===== src/shared/fault_display_defs.vh =====
// Behaviour
// - fault drops relay, lights lamp, shows display
// - right digit code, left digit detector number
// - non-detector fault left digit meaningless
// - first of sequential faults latched until bypass
// - simultaneous faults chosen by fixed priority (ranks here are writable through REG_PRIO)
// - bypass shows highest priority active fault
// - bypass falls to next active fault
// - code 0: uv, count, integrator, fire
// - code 1: standby dc power interrupted
// - code 2 blank left: integrity board
// - code 5: lead open, module missing, detector
// - code 6: high voltage supply or short
// - code 7: low supply or integrator board
// - code 8: relay drive board fault
// - bypass shows 8 and test detector
// - select press advances test detector
// - unattributed fault cycles enabled detectors
// - normal plus reset, no fault: blank
`ifndef FAULT_DISPLAY_DEFS_VH
`define FAULT_DISPLAY_DEFS_VH

// ==================================================
// register byte offsets
`define REG_CTRL 8'h00
`define REG_PRIO 8'h04
`define REG_STATUS 8'h08
`define REG_IRQ_STAT 8'h0c
`define REG_IRQ_MASK 8'h10

// ==================================================
// reset values
`define CTRL_RESET 8'hff
`define PRIO_RESET 21'h0fac68
`define MASK_RESET 3'h0

// ==================================================
// fault source indices and display codes
`define SRC_CODE0 3'h0
`define SRC_CODE1 3'h1
`define SRC_CODE2 3'h2
`define SRC_CODE5 3'h3
`define SRC_CODE6 3'h4
`define SRC_CODE7 3'h5
`define SRC_CODE8 3'h6
`define NUM_SRC 7
`define BYPASS_CODE 4'h8

// ==================================================
// status field positions
`define STAT_RIGHT_LSB 8
`define STAT_LEFT_LSB 16
`define STAT_STATE_LSB 24

// ==================================================
// timing: detector cycle dwell
`define CLK_KHZ 100000
`define CYCLE_MS 1000
`define CYCLE_CYCLES (`CYCLE_MS * `CLK_KHZ)

`endif


===== src/core/det_stepper.v =====
`timescale 1ns/1ns
// ==================================================
// walks a detector index over the enabled detectors
module det_stepper (
  input wire clk_i,
  input wire rst_i,
  input wire step_i,
  input wire [7:0] en_i,
  output reg [2:0] det_o
);
  // next enabled detector after cur, wrapping; stays if none
  function [2:0] next_en;
    input [2:0] cur;
    input [7:0] en;
    integer k;
    reg [2:0] c;
    reg hit;
    begin
      next_en = cur;
      hit = 1'b0;
      c = cur;
      for (k = 0; k < 8; k = k + 1) begin
        c = c + 3'h1;
        if (en[c] && !hit) begin
          next_en = c;
          hit = 1'b1;
        end
      end
    end
  endfunction

  // step on request only
  always @(posedge clk_i or posedge rst_i) begin
    if (rst_i) begin
      det_o <= 3'h0;
    end else if (step_i) begin
      det_o <= next_en(det_o, en_i);
    end
  end
endmodule // det_stepper


===== src/core/fault_code_display_latch.v =====
// Design decisions made here: the register addresses and the APB register port.
`timescale 1ns/1ns
`include "fault_display_defs.vh"
// ==================================================
// fault identification, latching and two-digit display
module fault_code_display_latch #(
  parameter CYCLE_CYCLES = `CYCLE_CYCLES
) (
  input wire CORE_CLK_I,
  input wire RESET_I,
  // apb slave
  input wire PSEL_I,
  input wire PENABLE_I,
  input wire PWRITE_I,
  input wire [7:0] PADDR_I,
  input wire [31:0] PWDATA_I,
  output reg [31:0] PRDATA_O,
  output wire PREADY_O,
  output reg PSLVERR_O,
  // code 0 conditions
  input wire SUBTHRESH_UV_I,
  input wire COUNT_RATE_I,
  input wire INTEG_TROUBLE_I,
  input wire FIRE_DONE_I,
  // code 1
  input wire STANDBY_LOSS_I,
  // code 2
  input wire OPTICAL_INTEGRITY_CHECK_FAIL_I,
  // code 5, one bit per detector
  input wire [7:0] DET_LEAD_FAULT_I,
  // code 6
  input wire HV_SUPPLY_FAIL_I,
  // code 7
  input wire LV_SUPPLY_FAIL_I,
  input wire INTEG_MISSING_I,
  // code 8
  input wire RELAY_BOARD_FAIL_I,
  // front panel
  input wire BYPASS_I,
  input wire SELECT_I,
  input wire PANEL_RESET_I,
  // outputs
  output reg FAULT_RELAY_O,
  output reg FAULT_LAMP_O,
  output reg DISPLAY_ON_O,
  output reg [3:0] LEFT_DIGIT_O,
  output reg LEFT_BLANK_O,
  output reg [3:0] RIGHT_DIGIT_O,
  output reg RIGHT_BLANK_O,
  output wire IRQ_O
);
  // ==================================================
  // states
  localparam ST_IDLE = 4'h1; // no fault, dark
  localparam ST_LATCH = 4'h2; // first fault held
  localparam ST_BYPASS = 4'h4; // live display
  localparam ST_WAIT = 4'h8; // back in normal, not reset

  // ==================================================
  // helper functions

  // source index to display code
  function [3:0] code_of;
    input [2:0] idx;
    begin
      case (idx)
        `SRC_CODE0: code_of = 4'h0;
        `SRC_CODE1: code_of = 4'h1;
        `SRC_CODE2: code_of = 4'h2;
        `SRC_CODE5: code_of = 4'h5;
        `SRC_CODE6: code_of = 4'h6;
        `SRC_CODE7: code_of = 4'h7;
        default: code_of = 4'h8;
      endcase
    end
  endfunction

  // lowest faulted detector index
  function [2:0] first_det;
    input [7:0] v;
    integer k;
    begin
      first_det = 3'h0;
      for (k = 7; k >= 0; k = k - 1) begin
        if (v[k]) begin
          first_det = k[2:0];
        end
      end
    end
  endfunction

  // ==================================================
  // registers and state
  reg [3:0] state; // one-hot state
  reg [3:0] next_state;
  reg [7:0] det_en; // detectors enabled on supervision
  reg [20:0] ranks; // 3-bit rank per source
  reg [2:0] irq_stat; // sticky events
  reg [2:0] irq_mask; // event enables
  reg [2:0] lat_idx; // latched source
  reg [2:0] lat_det; // latched detector for code 5
  reg sel_prev; // select button history
  reg bypass_prev; // bypass history
  reg [31:0] div_cnt; // cycle dwell divider
  reg [3:0] next_right;
  reg [3:0] next_left;
  reg next_left_blank;
  reg next_right_blank;
  reg next_disp_on;
  reg [2:0] show_idx; // source being shown
  reg [2:0] show_det; // detector of code 5 shown
  wire [6:0] active; // live fault sources
  wire any_fault;
  wire [2:0] sel_idx;
  wire [2:0] cyc_det; // cycling detector
  wire [2:0] test_det; // manual test detector
  wire cyc_tick;
  wire sel_press;
  wire capture;
  wire wr;
  wire [2:0] ev; // events this cycle

  // ==================================================
  // fault gathering
  assign active[`SRC_CODE0] = SUBTHRESH_UV_I | COUNT_RATE_I | INTEG_TROUBLE_I
    | FIRE_DONE_I;
  assign active[`SRC_CODE1] = STANDBY_LOSS_I;
  assign active[`SRC_CODE2] = OPTICAL_INTEGRITY_CHECK_FAIL_I;
  assign active[`SRC_CODE5] = |DET_LEAD_FAULT_I;
  assign active[`SRC_CODE6] = HV_SUPPLY_FAIL_I;
  assign active[`SRC_CODE7] = LV_SUPPLY_FAIL_I | INTEG_MISSING_I;
  assign active[`SRC_CODE8] = RELAY_BOARD_FAIL_I;

  // same ranking for latch and bypass
  fault_rank_select u_rank (
    .active_i(active),
    .ranks_i(ranks),
    .any_o(any_fault),
    .idx_o(sel_idx)
  );

  // ==================================================
  // dwell divider for detector cycling
  // long dwell so the operator can read each number
  always @(posedge CORE_CLK_I or posedge RESET_I) begin
    if (RESET_I) begin
      div_cnt <= 32'h0;
    end else if (div_cnt >= CYCLE_CYCLES - 1) begin
      div_cnt <= 32'h0;
    end else begin
      div_cnt <= div_cnt + 32'h1;
    end
  end
  assign cyc_tick = (div_cnt >= CYCLE_CYCLES - 1);

  det_stepper u_cycle (
    .clk_i(CORE_CLK_I),
    .rst_i(RESET_I),
    .step_i(cyc_tick),
    .en_i(det_en),
    .det_o(cyc_det)
  );

  det_stepper u_test (
    .clk_i(CORE_CLK_I),
    .rst_i(RESET_I),
    .step_i(sel_press),
    .en_i(det_en),
    .det_o(test_det)
  );

  // ==================================================
  // button edges
  always @(posedge CORE_CLK_I or posedge RESET_I) begin
    if (RESET_I) begin
      sel_prev <= 1'b0;
      bypass_prev <= 1'b0;
    end else begin
      sel_prev <= SELECT_I;
      bypass_prev <= BYPASS_I;
    end
  end
  // held button counts once
  assign sel_press = SELECT_I & ~sel_prev & (state == ST_BYPASS);

  // ==================================================
  // mode state machine
  always @* begin
    next_state = state;
    case (state)
      ST_IDLE: begin
        if (BYPASS_I) begin
          next_state = ST_BYPASS;
        end else if (any_fault) begin
          next_state = ST_LATCH;
        end
      end
      ST_LATCH: begin
        if (BYPASS_I) begin
          next_state = ST_BYPASS;
        end
      end
      ST_BYPASS: begin
        if (!BYPASS_I) begin
          next_state = ST_WAIT;
        end
      end
      ST_WAIT: begin
        if (BYPASS_I) begin
          next_state = ST_BYPASS;
        end else if (any_fault) begin
          next_state = ST_LATCH;
        end else if (PANEL_RESET_I) begin
          // reset clears only with no fault
          next_state = ST_IDLE;
        end
      end
      default: next_state = ST_IDLE;
    endcase
  end

  // capture happens only on entry, so later faults never overwrite
  assign capture = (next_state == ST_LATCH) && (state != ST_LATCH);

  always @(posedge CORE_CLK_I or posedge RESET_I) begin
    if (RESET_I) begin
      state <= ST_IDLE;
      lat_idx <= 3'h0;
      lat_det <= 3'h0;
    end else begin
      state <= next_state;
      if (capture) begin
        lat_idx <= sel_idx;
        lat_det <= first_det(DET_LEAD_FAULT_I);
      end
    end
  end

  // ==================================================
  // display selection
  always @* begin
    show_idx = lat_idx;
    show_det = lat_det;
    next_disp_on = 1'b1;
    next_right_blank = 1'b0;
    next_left_blank = 1'b0;
    next_right = 4'h0;
    next_left = 4'h0;
    if (state == ST_BYPASS) begin
      show_idx = sel_idx;
      show_det = first_det(DET_LEAD_FAULT_I);
    end
    next_right = code_of(show_idx);
    case (show_idx)
      `SRC_CODE5: next_left = {1'b0, show_det} + 4'h1;
      `SRC_CODE6: next_left = {1'b0, cyc_det} + 4'h1;
      `SRC_CODE2: next_left_blank = 1'b1;
      default: next_left = 4'h0;
    endcase
    case (state)
      ST_IDLE: begin
        next_disp_on = 1'b0;
        next_right_blank = 1'b1;
        next_left_blank = 1'b1;
        next_right = 4'h0;
        next_left = 4'h0;
      end
      ST_BYPASS: begin
        // empties to bypass code once clear
        if (!any_fault) begin
          next_right = `BYPASS_CODE;
          next_left = {1'b0, test_det} + 4'h1;
          next_left_blank = 1'b0;
        end
      end
      ST_WAIT: begin
        // not-reset indication
        next_right = `BYPASS_CODE;
        next_left = 4'h0;
        next_left_blank = 1'b0;
      end
      default: begin
        next_disp_on = 1'b1;
      end
    endcase
  end

  always @(posedge CORE_CLK_I or posedge RESET_I) begin
    if (RESET_I) begin
      FAULT_RELAY_O <= 1'b0;
      FAULT_LAMP_O <= 1'b0;
      DISPLAY_ON_O <= 1'b0;
      LEFT_DIGIT_O <= 4'h0;
      LEFT_BLANK_O <= 1'b1;
      RIGHT_DIGIT_O <= 4'h0;
      RIGHT_BLANK_O <= 1'b1;
    end else begin
      // energized only while healthy and idle
      FAULT_RELAY_O <= (next_state == ST_IDLE) && !any_fault;
      FAULT_LAMP_O <= (state != ST_IDLE);
      DISPLAY_ON_O <= next_disp_on;
      LEFT_DIGIT_O <= next_left;
      LEFT_BLANK_O <= next_left_blank;
      RIGHT_DIGIT_O <= next_right;
      RIGHT_BLANK_O <= next_right_blank;
    end
  end

  // ==================================================
  // apb slave, zero wait, read data sampled in setup
  assign PREADY_O = 1'b1;
  assign wr = PSEL_I & PENABLE_I & PWRITE_I;

  always @(posedge CORE_CLK_I or posedge RESET_I) begin
    if (RESET_I) begin
      PRDATA_O <= 32'h0;
      PSLVERR_O <= 1'b0;
    end else if (PSEL_I && !PENABLE_I) begin
      PSLVERR_O <= 1'b0;
      case (PADDR_I)
        `REG_CTRL: PRDATA_O <= {24'h0, det_en};
        `REG_PRIO: PRDATA_O <= {11'h0, ranks};
        `REG_STATUS: PRDATA_O <= {4'h0, state, 3'h0, LEFT_BLANK_O, LEFT_DIGIT_O,
          3'h0, RIGHT_BLANK_O, RIGHT_DIGIT_O, 1'b0, active};
        `REG_IRQ_STAT: PRDATA_O <= {29'h0, irq_stat};
        `REG_IRQ_MASK: PRDATA_O <= {29'h0, irq_mask};
        default: begin
          // unmapped: zero data and error
          PRDATA_O <= 32'h0;
          PSLVERR_O <= 1'b1;
        end
      endcase
    end
  end

  // writable registers
  always @(posedge CORE_CLK_I or posedge RESET_I) begin
    if (RESET_I) begin
      det_en <= `CTRL_RESET;
      ranks <= `PRIO_RESET;
      irq_mask <= `MASK_RESET;
    end else if (wr) begin
      case (PADDR_I)
        `REG_CTRL: det_en <= PWDATA_I[7:0];
        `REG_PRIO: ranks <= PWDATA_I[20:0];
        `REG_IRQ_MASK: irq_mask <= PWDATA_I[2:0];
        default: det_en <= det_en;
      endcase
    end
  end

  // ==================================================
  // interrupt: latch, bypass entry, cleared by reset
  assign ev[0] = capture;
  assign ev[1] = BYPASS_I & ~bypass_prev;
  assign ev[2] = (state == ST_WAIT) && (next_state == ST_IDLE);

  // set wins over a same-cycle write-one clear
  always @(posedge CORE_CLK_I or posedge RESET_I) begin
    if (RESET_I) begin
      irq_stat <= 3'h0;
    end else if (wr && PADDR_I == `REG_IRQ_STAT) begin
      irq_stat <= (irq_stat & ~PWDATA_I[2:0]) | ev;
    end else begin
      irq_stat <= irq_stat | ev;
    end
  end

  assign IRQ_O = |(irq_stat & irq_mask);
endmodule // fault_code_display_latch


===== src/core/fault_rank_select.v =====
`timescale 1ns/1ns
`include "fault_display_defs.vh"
// ==================================================
// picks the active source with the lowest rank
module fault_rank_select (
  input wire [6:0] active_i,
  input wire [20:0] ranks_i,
  output reg any_o,
  output reg [2:0] idx_o
);
  integer i;
  reg [2:0] best_rank; // rank of current winner
  reg [2:0] r; // rank under test

  // ties go to the lower index so the choice never flickers
  always @* begin
    any_o = 1'b0;
    idx_o = 3'h0;
    best_rank = 3'h7;
    r = 3'h0;
    for (i = 0; i < `NUM_SRC; i = i + 1) begin
      r = ranks_i[i*3 +: 3];
      if (active_i[i] && (!any_o || r < best_rank)) begin
        any_o = 1'b1;
        idx_o = i[2:0];
        best_rank = r;
      end
    end
  end
endmodule // fault_rank_select


===== config.mk =====
export PLATFORM = sky130hd
export DESIGN_NAME = fault_code_display_latch
export DESIGN_NICKNAME = d
export VERILOG_FILES = /design/src/core/det_stepper.v /design/src/core/fault_code_display_latch.v /design/src/core/fault_rank_select.v
export VERILOG_INCLUDE_DIRS = /design/src /design/src/shared
export SDC_FILE = /design/constraint.sdc
export NUM_CORES = 1
export LEC_CHECK = 0
export ABC_AREA = 1
export ABC_CLOCK_PERIOD_IN_PS = 7300
export BUFFER_PORTS_ARGS = -buffer_cell sky130_fd_sc_hd__buf_4
export CAP_MARGIN = 0
export CORE_AREA = 5 5 157 159
export CTS_CLUSTER_SIZE = 30
export DETAILED_ROUTE_END_ITERATION = 8
export DIE_AREA = 0 0 162 164
export GPL_ROUTABILITY_DRIVEN = 0
export GPL_TIMING_DRIVEN = 0
export PLACE_DENSITY = 0.59
export SYNTH_ARGS = -nofsm -noshare
export SYNTH_HDL_FRONTEND = slang
export SYNTH_SLANG_ARGS = --single-unit

===== constraint.sdc =====
create_clock -name CORE_CLK_I -period 7.3 [get_ports CORE_CLK_I]
set_input_delay 0.73 -clock CORE_CLK_I [delete_from_list [all_inputs] [get_ports CORE_CLK_I]]
set_output_delay 0.73 -clock CORE_CLK_I [all_outputs]
set_load 0.05 [all_outputs]

==> results.md <==
- Status: finished clean
- DR vias: 7085
- Rel. slew slack: 16.62%
- Yosys warnings: 0
- First-pass GRT wire length: 33.87 mm
- Dpl cell area: 0.008627 sq mm
- Final Hold Vio Count: 0
- Skew-Pair Late Insertion Delay: 430 ps
- CTS Hold Bufs: 0
- CTS tree: built
- Quantity of I/O buffers inserted on ports: 94
- Worst Path Arrival: 6910 ps
- Fillers: 2424
- Row count: 56
- Post-synth EDFFs: 0
- Die outline height: 164 um
- CTS sink cnt: 123
- Longest Clk Path Bufs: 2
- Worst-case clock skew: 10.62 ps
- Initial antenna violation count: 0
- PD cells: 340.9 mW/mm^2
- Final instance area: 0.009285 sq mm
- Pre-antenna DRT Iters: 5
- Initial DRC count: 437
- ANT nets after route: 0
- Die footprint: 0.02657 sq mm
- CP Capture Type: register
- GRT overflow: 0
- Slowest CP cell: ha_1
- Synth unique cells: 42
- Vias in the first global route: 6805
- Layout cell share with drive strength beyond 1: 16.13%
- CP Launch Type: primary input
- Final period util: 90.51%
- Min Tclk post-route: 6607 ps
- Cts repair resizes: 0
- Die width: 162 um
- Fmax: 151.3 MHz
- Cell mode on critical path: nand2_1
- Synthesized flop and latch total: 123
- CTS Buf Count: 17
- Root Driver: clkbuf_16
- Worst min path class: primary input to asynchronous set/reset pin
- Post-synthesis sequential area ratio: 41.49%
- Worst Max-Slew Pin Slew: 1239 ps
- Total of max-cap violations: 0
- Commonest cells after routing, fill and taps aside: nand2_1 (269), inv_1 (155), nor2_1 (105), o21ai_0 (103), buf_4 (103)
- Worst VDD drop: 209.2 uV
- Postcts setup bufs: 0
- # H-tree levels: 4
- WL/cell: 14.04 um
- GRT Total Usage: 15.94%
- Largest stage delay, worst path: 290 ps
- Final setup vio count: 0
- # IOs: 114
- Synthesized area per cell: 7.115 sq um
- DP HPWL: 16.42 mm
- Crit-path max FO: 7
- Vias per cell: 4.787
- Setup TNS: 0 ps
- Asr flop ratio synth: 100.0%
- Prevailing post-synth register cell: dfrtp_1
- Ant. Diodes: 0
- Largest net degree at the start of global routing: 79
- Post-Syn Area: 0.007485 sq mm
- Worst Path Required: 7600 ps
- Final Slew Violations: 0
- Cells after synthesis: 1052
- Final net count: 1260
- Core box area: 0.02312 sq mm
- Final wirelength: 20.78 mm
- RSZ-0062 raised after global routing: no
- Area Overhead vs Synth: 24.06%
- Initial core utilization: 32.37%
- Worst-path clk slew: 60 ps
- # DRC: 0
- CP Class: primary input to register
- Most common cell after layout, fill and taps aside: nand2_1
- Leakage power: 4.518 nW
## cells by family (layout without fill, tap and decap cells)
family          count (synthesis)  in the layout  synth area share [%]
xor+xnor                       16             16                 1.872
flops                         123            123                 41.49
buf+inv                       195            322                 10.23
simple gates                  496            496                 28.44
fa+ha+maj                      17             17                 2.842
compound gates                201            201                 14.76
other cells                     2             13                0.1003
mux                             2              2                0.2675
## state kept, by name (all words and copies together) (netlist names), 4 cells and up
name / flops
det_en: 8
LEFT_DIGIT_O: 4
RIGHT_DIGIT_O: 4
ranks: 21
div_cnt: 32
state: 4
PRDATA_O: 25
## cell type report
class                   count  area [sq um]  share of cell area (%)
plain buffers              30         146.4                   1.577
multi-input cells         745          3667                   39.50
inverters                 165         624.3                   6.724
flip-flops and latches    123          3105                   33.45
clock buffers              17         425.4                   4.582
well taps                 290         362.8                   3.908
repair buffers             95         733.2                   7.897
clock inverters            15         220.2                   2.372
## metal layers
| layer | up-vias | track usage (%) | wire length [um] |
|---|---|---|---|
| met1 | 3293 | 20.78 | 9668 |
| met2 | 145 | 26.98 | 9997 |
| met4 | 0 | 5.805 | 443 |
| li1 | 3617 | - | - |
| met3 | 30 | 2.409 | 674 |
| met5 | - | 0 | 0 |
## through the flow
stage / cells / utilization (%) / worst slack [ps] / hold WS [ps] / power, mW
final: 1480 / 40.16 / 692.8 / 319.7 / 3.165
after floorplan: 1063 / - / 1112 / 399.6 / 1.906
after CTS: 1480 / 40.10 / 419.6 / 336.6 / 3.179
after detailed placement: 1448 / 37.31 / 3.537 / 428.0 / 2.233
after global routing: 1480 / 40.16 / 45.25 / 360.9 / 3.440
after global placement: 1447 / 37.17 / 5.695 / 408.6 / 2.214
## worst max-delay path, delay by kind of cell
| family | cells | cell delay, ps |
|---|---|---|
| AND/OR/NAND/NOR | 36 | 2960 |
| buffers and inverters | 5 | 310 |
| adder cells (fa/ha/maj) | 6 | 1640 |
| AO/OA/AOI/OAI | 7 | 1250 |
## synth_stat cells (all sizes together) (2+ instances only)
library cell / count / area [sq um]
inv: 160 / 600.6
nor4: 9 / 56.30
dfstp: 22 / 578.1
o22ai: 5 / 31.28
or2: 4 / 25.02
nand2: 287 / 1152
nand3: 58 / 312.8
or4: 2 / 15.01
clkinv: 5 / 18.77
a41oi: 2 / 17.52
nor2: 106 / 400.4
buf: 9 / 67.56
mux2i: 2 / 20.02
dfrtp: 101 / 2527
a211oi: 2 / 15.01
conb: 2 / 7.510
o21a: 4 / 30.03
o21ai: 106 / 530.5
nand4: 8 / 50.05
ha: 17 / 212.7
o311ai: 2 / 17.52
a21oi: 56 / 284.0
a31oi: 3 / 18.77
xor2: 9 / 78.83
nor3: 19 / 95.09
o211ai: 16 / 120.1
clkbuf: 21 / 78.83
o31ai: 2 / 15.01
xnor2: 7 / 61.31
## power breakdown
part	total [mW]	switching [mW]	internal, mW
logic	1.41	0.941	0.468
clock network	0.939	0.332	0.606
registers	0.817	0.0493	0.767
## worst paths after layout
| kind | startpoint | to | slack, ps | depth (start not counted) |
|---|---|---|---|---|
| max | INTEG_TROUBLE_I | LEFT_DIGIT_O[1]$_DFF_PP0_ | 690 | 54 |
| min | RESET_I | ranks[12]$_DFFE_PP0P_ | 320 | 2 |
| max reg2reg | ranks[5]$_DFFE_PP1P_ | LEFT_DIGIT_O[1]$_DFF_PP0_ | 790 | 53 |
| min reg2reg | bypass_prev$_DFF_PP0_ | irq_stat[1]$_DFF_PP0_ | 430 | 1 |
| max in group asynchronous | RESET_I | det_en[2]$_DFFE_PP1P_ | 6220 | 3 |
| min in group CORE_CLK_I | SELECT_I | sel_prev$_DFF_PP0_ | 420 | 1 |
Power figures use the tool's default switching activity.
